$ cat src/design/slot_cfg_pkg.sv
package slot_cfg_pkg;
	// Register indices on the register port
	localparam logic [7:0] MODE_ADDR = 8'h10;
	localparam logic [7:0] SLOT_FIFO_CONFIG_ADDR = 8'h11;
	localparam logic [7:0] EXTERNAL_SYNC_INIT_ADDR = 8'h38;
	localparam logic [7:0] SAMPLE_CLOCK_CONTROL_ADDR = 8'h4b;
	localparam logic [7:0] PIN_CONTROL_ADDR = 8'h4f;
	// Values after reset
	localparam logic [15:0] MODE_RESET = 16'h0000;
	localparam logic [15:0] SLOT_FIFO_CONFIG_RESET = 16'h1000;
	localparam logic [15:0] EXTERNAL_SYNC_INIT_RESET = 16'h0000;
	localparam logic [15:0] SAMPLE_CLOCK_CONTROL_RESET = 16'h2600;
	localparam logic [15:0] PIN_CONTROL_RESET = 16'h2080;
	// Field positions
	localparam int FIFO_OVERRUN_GUARD_BIT = 12;
	localparam int SECOND_FORMAT_LSB = 6;
	localparam int SECOND_SLOT_ON_BIT = 5;
	localparam int FIRST_FORMAT_LSB = 2;
	localparam int FIRST_SLOT_ON_BIT = 0;
	localparam int SLOW_OSC_BYPASS_BIT = 8;
	localparam int SAMPLE_CLOCK_ON_BIT = 7;
	localparam int PIN_ONE_OUTPUT_ON_BIT = 6;
	localparam int PIN_ONE_INPUT_ON_BIT = 5;
	// Operating modes
	localparam logic [1:0] MODE_STANDBY = 2'h0;
	localparam logic [1:0] MODE_PROGRAM = 2'h1;
	localparam logic [1:0] MODE_NORMAL = 2'h2;
	// FIFO format codes
	localparam logic [2:0] FMT_NONE = 3'h0;
	localparam logic [2:0] FMT_SUM16 = 3'h1;
	localparam logic [2:0] FMT_SUM32 = 3'h2;
	localparam logic [2:0] FMT_CHAN16 = 3'h4;
	localparam logic [2:0] FMT_CHAN32 = 3'h6;
	// FIFO shape
	localparam int FIFO_WIDTH = 16;
	localparam int FIFO_DEPTH = 16;
	localparam int FIFO_PTR_W = 4;
	// Sample clock timing
	localparam int MCLK_HZ = 40_000_000;
	localparam int SLOW_OSC_HZ = 32_000;
	localparam int OSC_DIV_CYCLES = MCLK_HZ / SLOW_OSC_HZ;
	localparam logic [10:0] OSC_DIV_LAST = 11'(OSC_DIV_CYCLES - 1);
	typedef enum logic [1:0] {IDLE, FIRST_SLOT, SECOND_SLOT} seq_e;
endpackage

$ cat src/design/sample_fifo.sv
module sample_fifo
	import slot_cfg_pkg::*;
(
	// Clock and reset
	input wire logic mclk,
	input wire logic rstN,
	// Policy
	input wire logic overrunGuard,
	// Fill side
	input wire logic push,
	input wire logic [slot_cfg_pkg::FIFO_WIDTH-1:0] pushData,
	// Drain side
	input wire logic pop,
	output logic [slot_cfg_pkg::FIFO_WIDTH-1:0] headData,
	output logic [slot_cfg_pkg::FIFO_PTR_W:0] count
);
	logic [FIFO_WIDTH-1:0] mem_q [FIFO_DEPTH];
	logic [FIFO_PTR_W-1:0] wrPtr_q, wrPtr_d, rdPtr_q, rdPtr_d;
	logic [FIFO_PTR_W:0] count_q, count_d;
	logic full, empty, doPop, doWrite;

	always_comb begin
		full = (count_q == (FIFO_PTR_W+1)'(FIFO_DEPTH));
		empty = (count_q == '0);
		doPop = pop && !empty;
		doWrite = push && (!full || doPop || !overrunGuard);
		wrPtr_d = wrPtr_q + FIFO_PTR_W'(doWrite);
		rdPtr_d = rdPtr_q + FIFO_PTR_W'(doPop);
		count_d = count_q;
		if (doWrite && full && !doPop) begin
			rdPtr_d = rdPtr_q + 1'b1;
		end else if (doWrite && !doPop) begin
			count_d = count_q + 1'b1;
		end else if (!doWrite && doPop) begin
			count_d = count_q - 1'b1;
		end
	end

	always_ff @(posedge mclk or negedge rstN) begin
		if (!rstN) begin
			wrPtr_q <= '0;
			rdPtr_q <= '0;
			count_q <= '0;
		end else begin
			wrPtr_q <= wrPtr_d;
			rdPtr_q <= rdPtr_d;
			count_q <= count_d;
		end
	end

	for (genvar i = 0; i < FIFO_DEPTH; i++) begin : g_mem
		always_ff @(posedge mclk) begin
			if (doWrite && wrPtr_q == FIFO_PTR_W'(i)) begin
				mem_q[i] <= pushData;
			end
		end
	end

	assign headData = mem_q[rdPtr_q];
	assign count = count_q;

	a_guard_drop: assert property (@(posedge mclk) disable iff (!rstN)
		overrunGuard && full && push && !pop |=> $stable(count_q) && $stable(wrPtr_q))
		else $error("full FIFO accepted data with guard set");
	a_wrap_overwrite: assert property (@(posedge mclk) disable iff (!rstN)
		!overrunGuard && full && push && !pop |=> full && rdPtr_q == $past(rdPtr_q) + 1'b1)
		else $error("full FIFO did not wrap with guard clear");
	a_push_counts: assert property (@(posedge mclk) disable iff (!rstN)
		push && !full && !pop |=> count_q == $past(count_q) + 1'b1)
		else $error("push into non-full FIFO lost");
endmodule // sample_fifo

$ cat src/design/slot_fifo_and_sample_clock_config.sv
module slot_fifo_and_sample_clock_config
	import slot_cfg_pkg::*;
(
	// Clock and reset
	input wire logic mclk,
	input wire logic rst_b,
	// Register port behind the serial interface
	input wire logic regWrite,
	input wire logic [7:0] regAddr,
	input wire logic [15:0] regWdata,
	output logic [15:0] regRdata,
	// Slot sample words from the front end
	input wire logic [slot_cfg_pkg::FIFO_WIDTH-1:0] firstSlotData,
	input wire logic [slot_cfg_pkg::FIFO_WIDTH-1:0] secondSlotData,
	// FIFO drain
	input wire logic fifoPop,
	output logic [slot_cfg_pkg::FIFO_WIDTH-1:0] fifoHead,
	output logic [slot_cfg_pkg::FIFO_PTR_W:0] fifoCount,
	// Slot activity and sample clock
	output logic firstSlotActive,
	output logic secondSlotActive,
	output logic sampleTick,
	// General pin one
	input wire logic generalPinOneIn,
	output logic generalPinOneOut,
	output logic generalPinOneOe
);
	import slot_cfg_pkg::*;

	logic rstSync1_q, rstN;
	logic [15:0] mode_q, mode_d, slotCfg_q, slotCfg_d, syncInit_q, syncInit_d;
	logic [15:0] clkCtl_q, clkCtl_d, pinCtl_q, pinCtl_d, regRdata_q, regRdata_d;
	logic pinSync1_q, pinSync2_q, pinSync3_q;
	logic [10:0] oscCnt_q, oscCnt_d;
	logic tick, oscWrap, extEdge, tick_q;
	seq_e state_q, state_d;
	logic [3:0] wordCnt_q, wordCnt_d;
	logic push;
	logic [FIFO_WIDTH-1:0] pushData, headData, fifoHead_q;
	logic [FIFO_PTR_W:0] count, fifoCount_q;
	logic firstAct_q, secondAct_q, pinOe_q;
	logic [2:0] firstFmt, secondFmt;
	logic firstOn, secondOn, guard, bypass, clkOn, normal;

	function automatic logic [3:0] wordsFor(input logic [2:0] fmt);
		case (fmt)
			FMT_SUM16: wordsFor = 4'd1;
			FMT_SUM32: wordsFor = 4'd2;
			FMT_CHAN16: wordsFor = 4'd4;
			FMT_CHAN32: wordsFor = 4'd8;
			default: wordsFor = 4'd0;
		endcase
	endfunction

	// Reset release
	always_ff @(posedge mclk or negedge rst_b) begin
		if (!rst_b) begin
			rstSync1_q <= 1'b0;
			rstN <= 1'b0;
		end else begin
			rstSync1_q <= 1'b1;
			rstN <= rstSync1_q;
		end
	end

	// Register file
	always_comb begin
		mode_d = mode_q;
		slotCfg_d = slotCfg_q;
		syncInit_d = syncInit_q;
		clkCtl_d = clkCtl_q;
		pinCtl_d = pinCtl_q;
		if (regWrite) begin
			if (regAddr == MODE_ADDR) begin
				mode_d = {14'h0000, regWdata[1:0]};
			end else if (regAddr == SLOT_FIFO_CONFIG_ADDR) begin
				slotCfg_d = regWdata;
			end else if (regAddr == EXTERNAL_SYNC_INIT_ADDR) begin
				syncInit_d = regWdata;
			end else if (regAddr == SAMPLE_CLOCK_CONTROL_ADDR) begin
				clkCtl_d = regWdata;
			end else if (regAddr == PIN_CONTROL_ADDR) begin
				pinCtl_d = regWdata;
			end
		end
		if (regAddr == MODE_ADDR) begin
			regRdata_d = mode_q;
		end else if (regAddr == SLOT_FIFO_CONFIG_ADDR) begin
			regRdata_d = slotCfg_q;
		end else if (regAddr == EXTERNAL_SYNC_INIT_ADDR) begin
			regRdata_d = syncInit_q;
		end else if (regAddr == SAMPLE_CLOCK_CONTROL_ADDR) begin
			regRdata_d = clkCtl_q;
		end else if (regAddr == PIN_CONTROL_ADDR) begin
			regRdata_d = pinCtl_q;
		end else begin
			regRdata_d = 16'h0000;
		end
	end

	always_ff @(posedge mclk or negedge rstN) begin
		if (!rstN) begin
			mode_q <= MODE_RESET;
			slotCfg_q <= SLOT_FIFO_CONFIG_RESET;
			syncInit_q <= EXTERNAL_SYNC_INIT_RESET;
			clkCtl_q <= SAMPLE_CLOCK_CONTROL_RESET;
			pinCtl_q <= PIN_CONTROL_RESET;
			regRdata_q <= 16'h0000;
		end else begin
			mode_q <= mode_d;
			slotCfg_q <= slotCfg_d;
			syncInit_q <= syncInit_d;
			clkCtl_q <= clkCtl_d;
			pinCtl_q <= pinCtl_d;
			regRdata_q <= regRdata_d;
		end
	end

	always_comb begin
		guard = slotCfg_q[FIFO_OVERRUN_GUARD_BIT];
		secondFmt = slotCfg_q[SECOND_FORMAT_LSB +: 3];
		firstFmt = slotCfg_q[FIRST_FORMAT_LSB +: 3];
		secondOn = slotCfg_q[SECOND_SLOT_ON_BIT];
		firstOn = slotCfg_q[FIRST_SLOT_ON_BIT];
		bypass = clkCtl_q[SLOW_OSC_BYPASS_BIT];
		clkOn = clkCtl_q[SAMPLE_CLOCK_ON_BIT];
		normal = (mode_q[1:0] == MODE_NORMAL);
	end

	// Sample clock source: internal divider or pin one edge
	always_ff @(posedge mclk or negedge rstN) begin
		if (!rstN) begin
			pinSync1_q <= 1'b0;
			pinSync2_q <= 1'b0;
			pinSync3_q <= 1'b0;
		end else begin
			pinSync1_q <= generalPinOneIn;
			pinSync2_q <= pinSync1_q;
			pinSync3_q <= pinSync2_q;
		end
	end

	always_comb begin
		oscWrap = (oscCnt_q == OSC_DIV_LAST);
		oscCnt_d = (!clkOn || oscWrap) ? 11'h000 : oscCnt_q + 1'b1;
		extEdge = pinSync2_q && !pinSync3_q && pinCtl_q[PIN_ONE_INPUT_ON_BIT];
		tick = clkOn && (bypass ? extEdge : oscWrap);
	end

	always_ff @(posedge mclk or negedge rstN) begin
		if (!rstN) begin
			oscCnt_q <= 11'h000;
		end else begin
			oscCnt_q <= oscCnt_d;
		end
	end

	a_clock_stopped: assert property (@(posedge mclk) disable iff (!rstN)
		!clkOn |-> !tick)
		else $error("sample tick while sample clock off");
	a_osc_period: assert property (@(posedge mclk) disable iff (!rstN)
		clkOn && !bypass && tick ##1 (clkOn && !bypass)[*8] |-> !tick)
		else $error("internal sample tick too frequent");
	a_ext_source: assert property (@(posedge mclk) disable iff (!rstN)
		bypass && tick |-> pinSync2_q && !pinSync3_q)
		else $error("bypass tick not from pin one edge");

	// Slot sequencer
	always_comb begin
		state_d = state_q;
		wordCnt_d = wordCnt_q;
		push = 1'b0;
		pushData = firstSlotData;
		case (state_q)
			IDLE: begin
				wordCnt_d = 4'd0;
				if (tick && normal) begin
					if (firstOn && wordsFor(firstFmt) != 4'd0) begin
						state_d = FIRST_SLOT;
					end else if (secondOn && wordsFor(secondFmt) != 4'd0) begin
						state_d = SECOND_SLOT;
					end
				end
			end
			FIRST_SLOT: begin
				push = 1'b1;
				wordCnt_d = wordCnt_q + 1'b1;
				if (wordCnt_d >= wordsFor(firstFmt)) begin
					wordCnt_d = 4'd0;
					state_d = (secondOn && wordsFor(secondFmt) != 4'd0) ? SECOND_SLOT : IDLE;
				end
			end
			SECOND_SLOT: begin
				push = 1'b1;
				pushData = secondSlotData;
				wordCnt_d = wordCnt_q + 1'b1;
				if (wordCnt_d >= wordsFor(secondFmt)) begin
					wordCnt_d = 4'd0;
					state_d = IDLE;
				end
			end
			default: state_d = IDLE;
		endcase
	end

	always_ff @(posedge mclk or negedge rstN) begin
		if (!rstN) begin
			state_q <= IDLE;
			wordCnt_q <= 4'd0;
		end else begin
			state_q <= state_d;
			wordCnt_q <= wordCnt_d;
		end
	end

	a_standby_idle: assert property (@(posedge mclk) disable iff (!rstN)
		state_q == IDLE && !normal |=> state_q == IDLE)
		else $error("slot sequence started outside normal mode");
	a_first_before_second: assert property (@(posedge mclk) disable iff (!rstN)
		state_q == SECOND_SLOT |=> state_q != FIRST_SLOT)
		else $error("first slot words after second slot words");
	a_slot_gating: assert property (@(posedge mclk) disable iff (!rstN)
		state_q == IDLE ##1 state_q == FIRST_SLOT |-> $past(firstOn) && $past(firstFmt) != 3'h0)
		else $error("disabled first slot was run");
	a_second_gating: assert property (@(posedge mclk) disable iff (!rstN)
		$rose(state_q == SECOND_SLOT) |-> $past(secondOn))
		else $error("disabled second slot was run");
	a_four_words: assert property (@(posedge mclk) disable iff (!rstN)
		$rose(state_q == FIRST_SLOT) && firstFmt == FMT_CHAN16 && $stable(slotCfg_q)
		|-> (state_q == FIRST_SLOT)[*4] ##1 state_q != FIRST_SLOT)
		else $error("first slot word count wrong for four 16-bit samples");

	sample_fifo u_fifo (
		.mclk(mclk),
		.rstN(rstN),
		.overrunGuard(guard),
		.push(push),
		.pushData(pushData),
		.pop(fifoPop),
		.headData(headData),
		.count(count)
	);

	// Registered outputs
	always_ff @(posedge mclk or negedge rstN) begin
		if (!rstN) begin
			fifoHead_q <= '0;
			fifoCount_q <= '0;
			firstAct_q <= 1'b0;
			secondAct_q <= 1'b0;
			tick_q <= 1'b0;
			pinOe_q <= 1'b0;
		end else begin
			fifoHead_q <= headData;
			fifoCount_q <= count;
			firstAct_q <= (state_d == FIRST_SLOT);
			secondAct_q <= (state_d == SECOND_SLOT);
			tick_q <= tick;
			pinOe_q <= pinCtl_q[PIN_ONE_OUTPUT_ON_BIT];
		end
	end

	a_pin_driver: assert property (@(posedge mclk) disable iff (!rstN)
		##1 generalPinOneOe == $past(pinCtl_q[PIN_ONE_OUTPUT_ON_BIT]))
		else $error("pin one driver does not follow control bit");

	assign regRdata = regRdata_q;
	assign fifoHead = fifoHead_q;
	assign fifoCount = fifoCount_q;
	assign firstSlotActive = firstAct_q;
	assign secondSlotActive = secondAct_q;
	assign sampleTick = tick_q;
	assign generalPinOneOut = 1'b0;
	assign generalPinOneOe = pinOe_q;
endmodule // slot_fifo_and_sample_clock_config

$ cat config.mk
export PLATFORM = sky130hd
export DESIGN_NAME = slot_fifo_and_sample_clock_config
export DESIGN_NICKNAME = d
export VERILOG_FILES = /design/src/design/slot_cfg_pkg.sv /design/src/design/sample_fifo.sv /design/src/design/slot_fifo_and_sample_clock_config.sv
export SDC_FILE = /design/constraint.sdc
export NUM_CORES = 1
export LEC_CHECK = 0
export BUFFER_PORTS_ARGS = -buffer_cell sky130_fd_sc_hd__buf_2
export CAP_MARGIN = 10
export CORE_MARGIN = 2
export CORE_UTILIZATION = 60
export DETAILED_ROUTE_END_ITERATION = 6
export PLACE_DENSITY = 0.79
export REMOVE_ABC_BUFFERS = 1
export SLEW_MARGIN = 20
export SYNTH_ARGS = -nofsm -noshare
export SYNTH_HDL_FRONTEND = slang
export SYNTH_HIERARCHICAL = 1
export SYNTH_SLANG_ARGS = --single-unit
$ cat constraint.sdc
create_clock -name mclk -period 5.5 [get_ports mclk]
set_clock_uncertainty 0.15 [all_clocks]
set_input_delay 0.275 -clock mclk [delete_from_list [all_inputs] [get_ports mclk]]
set_output_delay 0.275 -clock mclk [all_outputs]
set_load 0.05 [all_outputs]
# Word level (Yosys, flattened, before mapping)
# Memory sizes are Yosys's and may differ from the RTL's. A register that Yosys moved wholly into a read port is not among the register bits.
# Index checks and enable logic that the tools add are counted.
dict set report totals {
  in_bits 61
  latch_bits 0
  out_inout_bits 42
  romBits 0
  word_cells 252
  memories 1
  ram_bits 256
  regBits 126
}
# memory depth word_bits rd rd_ports_with_merged_regs write_ports line
set memory_table {}
lappend memory_table {u_fifo.mem_q 16 16 1 1 1 sample_fifo.sv:17} ;# logic [FIFO_WIDTH-1:0] mem_q [FIFO_DEPTH];
dict set report op_classes {
  shifts 0
  addsub 7
  bitwise_logic 5
  reduce_logical 70
  n_mul 0
  order_cmp 2
  n_eq_ne 35
  muxes 110
  div_mod_pow 0
}
# cell n
set op_table {}
lappend op_table {{16-bit two-way mux} 21}
lappend op_table {{16-bit OR reduction} 15}
lappend op_table {{4-bit two-way mux} 27}
lappend op_table {{1-bit two-way mux} 49}
lappend op_table {{4-bit == test, second input constant} 8}
lappend op_table {{4-bit one-hot mux with 4 select lines} 2}
lappend op_table {{1-bit logical AND} 29}
lappend op_table {{4-bit by 3-bit == test with 1-bit output, second input constant} 4}
lappend op_table {{8-bit by 5-bit == test with 1-bit output, second input constant} 2}
lappend op_table {{8-bit by 7-bit == test with 1-bit output, second input constant} 2}
lappend op_table {{3-bit == test, second input constant} 4}
lappend op_table {{2-bit two-way mux} 6}
lappend op_table {{4-bit one-hot mux with 3 select lines} 1}
lappend op_table {{4-bit nonzero test} 3}
lappend op_table {{11-bit by 1-bit adder with 11-bit output, second input constant} 1}
lappend op_table {{11-bit == test, second input constant} 1}
lappend op_table {{11-bit two-way mux} 1}
lappend op_table {{5-bit two-way mux} 2}
lappend op_table {{4-bit by 1-bit adder with 4-bit output} 2}
lappend op_table {{4-bit by 1-bit adder with 4-bit output, second input constant} 2}
lappend op_table {{4-bit by 2-bit == test with 1-bit output, second input constant} 2}
lappend op_table {{8-bit by 6-bit == test with 1-bit output, second input constant} 1}
lappend op_table {{4-bit >= comparator} 2}
lappend op_table {{1-bit logical NOT} 8}
lappend op_table {{other kinds (22)} 34}

# Logic depth before layout (Yosys ltp)
# Gate-level depths: netlist of run 1.
dict set report logic_depth {
  ltp_word 25
  depth_mapped 11
  mapped_depth_nobuf 11
}

# Cells and area by module
# Netlist of run 1, hierarchy kept.
# mod n_inst area_per_inst_um2 seq_area_each_um2 cells_each
set by_module_without_submodules {}
lappend by_module_without_submodules {sample_fifo 1 10588.9 8012.7 561}
lappend by_module_without_submodules {slot_fifo_and_sample_clock_config 1 5581.6 3235.6 422}

# Least setup slack after synthesis of run 1
# Ideal clock, no wire load.
dict set report synth_path {
  path_kind {reg2reg}
  start {reg state_q[0]}
  end {mem u_fifo.mem_q[0][0] (enable)}
  path_stages_with_launch 6
  n_path_buf 0
  t_arrival_ns 2.590
  setup_time_ns 0.409
  t_required_ns 4.941
  path_slack_ns 2.351
  period_less_slack_ns 3.149
  cell_sequence {dfrtp_1 -> inv_1 -> ha_1 -> a21boi_2 -> or3b_1 -> nor3_1}
}
dict set report synth_via {
  elab_chain_len 23
  elab_cells_between_ends 98
  cone_classes {2 x eq/ne; 63 x mux; 33 x reduce/logical}
}
# item line
set synth_lines {}
lappend synth_lines {{start, declared} slot_fifo_and_sample_clock_config.sv:36} ;# seq_e state_q, state_d;
lappend synth_lines {{start signal, assigned} slot_fifo_and_sample_clock_config.sv:211} ;# state_q <= state_d;
lappend synth_lines {{2-bit == test or 2-bit by 1-bit == test with 1-bit output (tied branches)} slot_fifo_and_sample_clock_config.sv:174} ;# case (state_q)
lappend synth_lines {{2-bit OR reduction (no source line) *} -}
lappend synth_lines {{1-bit two-way mux *} slot_fifo_and_sample_clock_config.sv:174}
lappend synth_lines {{via push} slot_fifo_and_sample_clock_config.sv:38} ;# logic push;
lappend synth_lines {{1-bit logical AND *} sample_fifo.sv:26} ;# doWrite = push && (!full || doPop || !overrunGuard);
lappend synth_lines {{1-bit logical AND} sample_fifo.sv:53} ;# if (doWrite && wrPtr_q == FIFO_PTR_W'(i)) begin
lappend synth_lines {{1-bit two-way mux} sample_fifo.sv:53}
lappend synth_lines {{1-bit two-way mux (implied by the code)} sample_fifo.sv:54} ;# mem_q[i] <= pushData;
lappend synth_lines {{16-bit OR reduction (no source line)} -}
lappend synth_lines {{4-bit two-way mux (no source line) or 1-bit two-way mux (tied branches) (15 in a row)} -}
lappend synth_lines {{end, declared} sample_fifo.sv:17}
# The timed path passes the listed nets; every way through them passes the cells marked *.

# Final worst setup path of run 1
dict set report layout_path {
  start {reg state_q[0]}
  end {mem u_fifo.mem_q[6][9] (enable)}
}
# The elaborated chain is that of the path after synthesis.

==> results.toml, run 1 <==
[floorplanning]
core_um2 = 26700
rows = 60
die_y_um = 168
start_util = 0.605
die_w_um = 168
ios = 103
die_area_um2 = 28300

[critical_path]
path_cells = "inv_1 > ha_1 > a21boi_2 > or3b_1 > nor2_1 > buf_4"
critical_path_class = "flop to flop"
rr_startpoint = "state_q[0]"
cp_slowest_cell = "nor2_1"
cp_data_required_time_ns = 5.57
arrival_ns = 3.34
path_max_fanout = 9
crit_path_end_kind = "flop"
cp_top_family = "simple AND/OR/NAND/NOR gates"
path_buf_inv = 2
max_stage_delay_ns = 0.79
worstSetupStartpointType = "flop"
critical_path.startpoint = "state_q[0]"

[timing]
period_needed_ns = 3.27
slew_headroom = 0.216
setup_tns_ns = 0
timing.final.ws_setup_ns = 2.23
max_freq_mhz = 306
rsz0062_at_grt = "false"
finalCritPeriodShare = 0.594
worst_pin_slew_ns = 1.18
timing_hold_violations_final = 0
finalSetupViolations = 0
slew_violations = 0

[route]
postRouteAntennaNets = 0
drc = 0
via_count = 9073
drtPass1Iterations = 5
drtIter0Drc = 778
post_drt_via_cell_ratio = 6.05
routedWlPerCell_um = 22.8
totalWireLength_um = 34200

[logic_synthesis]
synth-seq-area-share = 0.696
synth_ff_type = "edfxtp_1"
synthCells = 983
synth_edf_count = 256
synthTopCellsByCount = "256 x edfxtp_1, 136 x dfrtp_1, 89 x mux2_2, 55 x o21ai_0, 51 x nand2_1"
synth_area_um2 = 16200
synth_most_common_cell = "edfxtp_1"
yosys_register_bits = 398
async_reset_ff_frac = 0.357
synth.area.top_cells = "edfxtp_1 48%, dfrtp_1 21%, mux2_2 6.2%"
synth.distinct_cells = 66
synth_area_leader_cell = "edfxtp_1"
netlist.area_leader.share = 0.475
yosys_warnings = 6
avgSynthCellArea_um2 = 16.5

[layout]
drive_gt1_frac = 0.298
num_antenna_cells = 0
area.growth.synth_to_final_pct = 14.6
fin_area_um2 = 18500
nets = 1213

[clock_network]
htree_levels = 2
cts.sinks = 398
cts_root_buffer = "clkbuf_16"
ctsResizeCount = 0
cts_tree = "yes"
numCtsBuffers = 40
clk_path_buf_depth = 3
path_clk_slew_ns = 0.06
clkLatencyLatePin_ns = 0.53

[global_route]
gr-usage-met1 = 0.337
use_met3 = 0.0433
grt_first_pass_wirelength_um = 53200
antenna_found_initial = 0
grt_usage = 0.248
top_usage_layer = "met2"
met2_usage = 0.417
grt_pass1_vias = 9213
grt_overflow_total = 0
grt_max_degree = 56

[power_and_ir_drop]
ir_worst_vdd_mv = 0.306
power_mw = 7.87
power_density_nw_per_um2 = 425
p_leak_nw = 7.23

[placed_design]
place_ws_ns = 2.29
io_buffers = 101
dp.final_hpwl_um = 19400
dpl_cell_area_um2 = 17100
gp_congestion = 0.797

[min_path]
hp-start = "fifoPop"
hp-class = "primary input to flop"

[status]
run_status = "completed"

[flow_run]
drv_cap = 0
-- worst reg2reg max path: stages (launching register included) --
cell and delay (ns):
dfrtp_1 0.44, inv_1 0.09, ha_1 0.32, a21boi_2 0.35, or3b_1 0.47, nor2_1 0.79, buf_4 0.36
-- registers in the layout, summed over array words and instances (netlist names) --
name	count
u_fifo/mem_q	256
clkCtl_q	16
fifoHead	16
pinCtl_q	16
regRdata	16
slotCfg_q	16
syncInit_q	16
oscCnt_q	11
fifoCount	5
u_fifo/count	5
u_fifo/rdPtr_q	4
u_fifo/wrPtr_q	4
wordCnt_q	4
mode_q	2
state_q	2
firstSlotActive	1
generalPinOneOe	1
pinSync1_q	1
pinSync2_q	1
pinSync3_q	1
rstN	1
rstSync1_q	1
sampleTick	1
secondSlotActive	1
-- report_power, final --
part,internal (mW),switching (mW),total [mW]
clock network,1.49,1.10,2.59
registers,3.34,0.220,3.56
logic,0.702,1.03,1.73
-- per-layer routing --
metal	share of wire	vias to the layer above
li1	-	4077
met4	0.026	0
met5	0	-
met1	0.40	4569
met2	0.50	361
met3	0.076	66
-- per-stage QoR --
| stage | utilization | instances | hold slack, ns |
|---|---|---|---|
| after global placement | 0.638 | 1403 | -0.0892 |
| final | 0.693 | 1499 | 0.0513 |
| after floorplan | - | 940 | -0.171 |
| after global routing | 0.693 | 1499 | 0.0548 |
| after detailed placement | 0.638 | 1403 | -0.0836 |
| after CTS | 0.693 | 1499 | 0.0401 |
-- final timing paths --
check | to | slack (ns) | depth (start not counted)
max reg2reg | u_fifo/mem_q[6][9] | 2.23 | 6
min in group asynchronous | fifoHead[13] | 0.26 | 0
max in group asynchronous | fifoHead[1] | 3.83 | 1
min | u_fifo/rdPtr_q[0] | 0.05 | 4
max | u_fifo/mem_q[6][9] | 2.23 | 6
min reg2reg | rstN | 0.20 | 0
-- logic make-up (layout without fill, tap and decap cells) --
logic type      after synthesis  count (layout)  share of synthesized area
flops                       398             398                      0.696
mux                         179             179                      0.146
compound gates              157             157                     0.0610
simple gates                147             147                     0.0480
buf+inv                      54             229                     0.0180
fa+ha+maj                    26              26                     0.0206
xor+xnor                     20              20                     0.0108
other cells                   2               2                   0.000464
-- what timing repair did --
action                    CTS  global route
setup buffers               0             0
hold buffers               22             0
hold endpoints to repair   71             0
-- cell type report --
class | instances | area (um^2)
tap | 341 | 427
multi-input combinational | 531 | 4660
fill | 1722 | 8190
timing repair buffer | 144 | 896
sequential | 398 | 11300
clock inverter | 18 | 123
clock buffer | 56 | 1130
inverter | 11 | 41.3
-- layout by cell type, fill, tap and decap left out, drive strengths merged, types with 5 or more instances in the layout --
cell type | netlist | layout
xnor2 | 11 | 11
xor2 | 9 | 9
mux4 | 32 | 32
a21oi | 35 | 35
dfstp | 6 | 6
nor3 | 8 | 8
nor2 | 34 | 34
clkbuf | 19 | 56
a22oi | 16 | 16
dlygate4sd3 | 0 | 22
ha | 25 | 25
nand2 | 52 | 52
o21ai | 55 | 55
edfxtp | 256 | 256
dfrtp | 136 | 136
clkinv | 0 | 11
nand3 | 9 | 9
mux2i | 48 | 48
buf | 24 | 122
a221oi | 16 | 16
inv | 11 | 13
mux2 | 99 | 99
o22ai | 15 | 15
nand3b | 5 | 5
Note: power is estimated with default switching activity, not from simulation.
==> inputs of run 2 (changes only) <==
==> constraint.sdc (replaced) <==
create_clock -name mclk -period 3.1 [get_ports mclk]
set_clock_uncertainty 0.15 [all_clocks]
set_input_delay 0.155 -clock mclk [delete_from_list [all_inputs] [get_ports mclk]]
set_output_delay 0.155 -clock mclk [all_outputs]
set_load 0.05 [all_outputs]
==> run 2 against run 1 <==
Against the previous run: flip-flop and latch count unchanged; core utilization rose by 1.1 points; register-to-register slack worse by 2.1 ns; via count rose by 1.3%; critical path type is now primary input to flop; largest cell class unchanged; design area grew 1.5%; clock power grew 72%.
==> results.toml, run 2 (synthesis gave the netlist of run 1 again) <==
[clock_network]
cts.sinks = 398
path_clk_slew_ns = 0.06
numCtsBuffers = 39
cts_root_buffer = "clkbuf_16"
htree_levels = 2
clk_path_buf_depth = 3
clkLatencyLatePin_ns = 0.52
cts_tree = "yes"

[critical_path]
arrival_ns = 3.27
cp_data_required_time_ns = 3.34
crit_path_end_kind = "flop"
path_max_fanout = 10
critical_path_class = "primary input to flop"
worstSetupStartpointType = "primary input"

[global_route]
grt_usage = 0.243
grt_first_pass_wirelength_um = 52500
grt_overflow_total = 0
antenna_found_initial = 0
grt_max_degree = 52
grt_pass1_vias = 9490

[timing]
finalCritPeriodShare = 0.977
period_needed_ns = 3.03
slew_headroom = 0.463
timing.hold.ws_ns = 0.0302
finalSetupViolations = 0
timing.final.ws_setup_ns = 0.0701
setup_tns_ns = 0
timing_hold_violations_final = 0
max_freq_mhz = 330
worst_pin_slew_ns = 0.802
slew_violations = 0

[layout]
largest_register_ffs = 256
drive_gt1_frac = 0.315
nets = 1243
largest_register = "u_fifo/mem_q"
fin_util = 0.704
final_cell_mix = "256 x edfxtp_1, 134 x dfrtp_1, 101 x buf_2"
num_antenna_cells = 0
area.growth.synth_to_final_pct = 16.4
final_common_cell = "edfxtp_1"

[floorplanning]
rows = 60
core_um2 = 26700
die_area_um2 = 28300
die_w_um = 168
ios = 103
die_y_um = 168
start_util = 0.605

[route]
routedWlPerCell_um = 22.1
drc = 0
drtPass1Iterations = 5
drtIter0Drc = 675
via_count = 9195
post_drt_via_cell_ratio = 6.03
totalWireLength_um = 33800
postRouteAntennaNets = 0

[placed_design]
dp.final_hpwl_um = 20400
gp_congestion = 0.812
io_buffers = 101
place_ws_ns = 0.0648

[power_and_ir_drop]
ir_worst_vdd_mv = 0.485
power_density_nw_per_um2 = 742
p_leak_nw = 7.39
power_mw = 14.0

[flow_run]
drv_cap = 0

[status]
run_status = "completed"

[min_path]
hp-class = "primary input to flop"
run 2: metrics by stage:
stage / cell area (um^2) / instances
after global placement: 17300 / 1425
after floorplan: 15900 / 940
final: 18800 / 1525
after CTS: 18800 / 1523
after global routing: 18800 / 1525
after detailed placement: 17300 / 1425
run 2: layout make-up:
class | count | area, um^2
inverter | 11 | 41.3
tap | 341 | 427
sequential | 398 | 11300
multi-input combinational | 531 | 4690
fill | 1679 | 7910
clock buffer | 55 | 1110
clock inverter | 14 | 100
timing repair buffer | 175 | 1200
run 2: worst max-delay path, stage by stage:
cell and delay (ns):
dlygate4sd3_1 0.54, buf_2 0.14, nor4_1 0.31, dlygate4sd3_1 0.61, nand2_1 0.11, nor3_1 0.23
nand2_1 0.20, nor2_4 0.35, buf_4 0.27, mux2_2 0.35
run 2: worst paths after layout:
path	startpoint	end	slack (ns)	depth (start not counted)
setup / recovery	regAddr[2]	slotCfg_q[8]	0.07	10
setup reg to reg	u_fifo/count[3]	u_fifo/count[4]	0.15	11
hold reg to reg	pinSync1_q	pinSync2_q	0.20	0
min in group asynchronous	rstN	fifoHead[13]	0.21	0
max in group asynchronous	rstN	slotCfg_q[12]	1.82	1
hold / removal	secondSlotData[13]	u_fifo/mem_q[7][13]	0.03	2
run 2: what timing repair did:
action | in CTS | in global routing
resized for setup | 0 | 9
hold buffers | 29 | 1
endpoints found under the hold margin | 87 | 1
setup buffers | 0 | 1
endpoints found under the setup margin | 0 | 57
run 2: routing by layer:
layer | vias to the layer above | global-route usage | part of all wire
met1 | 4679 | 0.313 | 0.40
met4 | 0 | 0.0832 | 0.031
met2 | 312 | 0.424 | 0.52
li1 | 4134 | - | -
met3 | 70 | 0.0397 | 0.050
met5 | - | 0 | 0
run 2: power by group:
group          internal [mW]  switching (mW)
logic                   1.33            1.94
registers               5.92           0.317
clock network           2.58            1.88
total                   9.83            4.13
==> inputs of run 3 (changes only) <==
--- a/config.mk
+++ b/config.mk
@@ -10,9 +10,9 @@
 export CORE_MARGIN = 2
 export CORE_UTILIZATION = 60
 export DETAILED_ROUTE_END_ITERATION = 6
-export PLACE_DENSITY = 0.79
+export PLACE_DENSITY_LB_ADDON = 0.1
 export REMOVE_ABC_BUFFERS = 1
-export SLEW_MARGIN = 20
+export SLEW_MARGIN = 0
 export SYNTH_ARGS = -nofsm -noshare
 export SYNTH_HDL_FRONTEND = slang
 export SYNTH_HIERARCHICAL = 1
==> run 3 against run 2 <==
Against the previous run: largest power group unchanged; largest cell class unchanged; the flow now finishes with violations (DRC); fmax rose by 1.5%; non-clock buffer count rose by 7; sequential share of layout area is 0.51 points lower.
==> results.toml, run 3 (synthesis gave the netlist of run 1 again) <==
[status]
run_status = "finished, violations left"
violations = "DRC"

[route]
drtPass1Iterations = 7
routedWlPerCell_um = 22.3
drtIter0Drc = 722
postRouteAntennaNets = 0
drc = 3
totalWireLength_um = 34300
via_count = 9192
post_drt_via_cell_ratio = 5.97

[global_route]
grt_pass1_vias = 9570
grt_usage = 0.249
grt_first_pass_wirelength_um = 53600
grt_overflow_total = 0
grt_max_degree = 47
antenna_found_initial = 0

[clock_network]
clk_path_buf_depth = 3
cts.sinks = 398
clkLatencyLatePin_ns = 0.53
cts_tree = "yes"
path_clk_slew_ns = 0.06
htree_levels = 2
cts_root_buffer = "clkbuf_16"
numCtsBuffers = 41

[layout]
largest_register = "u_fifo/mem_q"
final_common_cell = "edfxtp_1"
area.growth.synth_to_final_pct = 17.4
drive_gt1_frac = 0.316
num_antenna_cells = 0
largest_register_ffs = 256
fillCellCount = 1764
nets = 1252
final_cell_mix = "256 x edfxtp_1, 134 x dfrtp_1, 101 x buf_2"

[critical_path]
path_cells = "dlygate4sd3_1 > buf_2 > nor4_1 > dlygate4sd3_1 > nand2_1 > or3_1 > nand2_1 > a21oi_1 > o21ai_0"
reg2reg_depth = 11
critical_path_class = "primary input to flop"
cp_data_required_time_ns = 3.36
arrival_ns = 3.25
rr_startpoint = "u_fifo/count[3]"
worst-r2r-setup-slack_ns = 0.14
reg2reg_to = "u_fifo/count[4]"
path_max_fanout = 13
crit_path_end_kind = "flop"
max_stage_delay_ns = 0.59
cp_slowest_cell = "dlygate4sd3_1"
worstSetupStartpointType = "primary input"

[timing]
slew_violations = 0
slew_headroom = 0.507
worst_pin_slew_ns = 0.738
timing_hold_violations_final = 0
setup_tns_ns = 0
period_needed_ns = 2.99
timing.final.ws_setup_ns = 0.114
finalSetupViolations = 0
finalCritPeriodShare = 0.963
max_freq_mhz = 335

[power_and_ir_drop]
clkPwrFrac = 0.333
intPower_mw = 10.1
p_sw_mw = 4.25
p_leak_nw = 7.47
seqPwrFrac = 0.433
ir_worst_vdd_mv = 0.447
power_mw = 14.4
power_frac_comb = 0.234
switching_share = 0.296
power_density_nw_per_um2 = 756

[placed_design]
dp.final_hpwl_um = 21300
gp_congestion = 0.772
place_ws_ns = 0.0668
io_buffers = 101

[floorplanning]
start_util = 0.605
die_w_um = 168
core_um2 = 26700
die_area_um2 = 28300
rows = 60
ios = 103
die_y_um = 168

[min_path]
min_to = "u_fifo/mem_q[14][13]"
hold_depth = 2
hp-class = "primary input to flop"
hp-start = "firstSlotData[13]"

[flow_run]
drv_cap = 0
-- run 3: cell count changes in the layout (fill, tap and decap cells not counted), sizes merged --
| cell | previous run | this run |
|---|---|---|
| clkbuf | 55 | 59 |
| dlygate4sd3 | 30 | 29 |
| buf | 145 | 153 |
| inv | 12 | 13 |
| bufinv | 1 | 3 |
-- run 3: power groups by stage --
stage	clock network, mW	logic [mW]	registers (mW)
after floorplan	0	1.71	7.00
after global placement	0	3.25	6.31
after detailed placement	0	3.32	6.32
after CTS	4.86	3.36	6.22
after global routing	5.08	3.62	6.25
final	4.78	3.36	6.21
-- run 3: worst max-delay path: cells and delay by family --
| family | cells | cell delay (ns) |
|---|---|---|
| buf+inv | 3 | 1.26 |
| simple gates | 4 | 1.46 |
| compound gates | 2 | 0.35 |
-- run 3: worst max-delay path by stage --
| stage | from | endpoint | slack (ns) |
|---|---|---|---|
| floorplan | rstN | clkCtl_q[0] | -1.29 |
| global placement | u_fifo/count[2] | u_fifo/count[4] | 0.13 |
| detailed placement | u_fifo/count[3] | u_fifo/count[4] | 0.07 |
| CTS | u_fifo/count[3] | u_fifo/count[4] | 0.06 |
| global route | u_fifo/count[3] | u_fifo/count[4] | -0.002 |
| finish | regAddr[2] | regRdata[12] | 0.11 |
-- run 3: routing by layer --
| layer | share of wire | up-vias | track usage |
|---|---|---|---|
| li1 | - | 4152 | - |
| met1 | 0.41 | 4688 | 0.327 |
| met2 | 0.51 | 289 | 0.429 |
| met3 | 0.050 | 63 | 0.0404 |
| met4 | 0.026 | 0 | 0.0843 |
| met5 | 0 | - | 0 |
-- run 3: cell type report --
class	instances	area, um^2	share of cell area
multi-input cells	531	4680	0.247
inverters	11	41.3	0.00218
well taps	341	427	0.0225
flip-flops and latches	398	11300	0.593
repair buffers	182	1260	0.0664
clock buffers	59	1150	0.0604
clock inverters	17	170	0.00896
-- run 3: through the flow --
step           instance area (um^2)  hold slack (ns)   util  cells
2_1_floorplan                 15900           -0.291      -    940
3_3_place_gp                  17300           -0.208  0.649   1432
3_5_place_dp                  17300           -0.209  0.649   1432
4_1_cts                       19000          0.00695  0.709   1537
5_1_grt                       19000           0.0415  0.710   1539
6_report                      19000           0.0181  0.710   1539
-- run 3: timing repair --
item | in CTS | in global routing
hold buffers | 29 | 0
gates resized for setup | 0 | 5
buffers inserted | 0 | 2
setup endpoints to repair | 0 | 17
hold endpoints to repair | 72 | 0
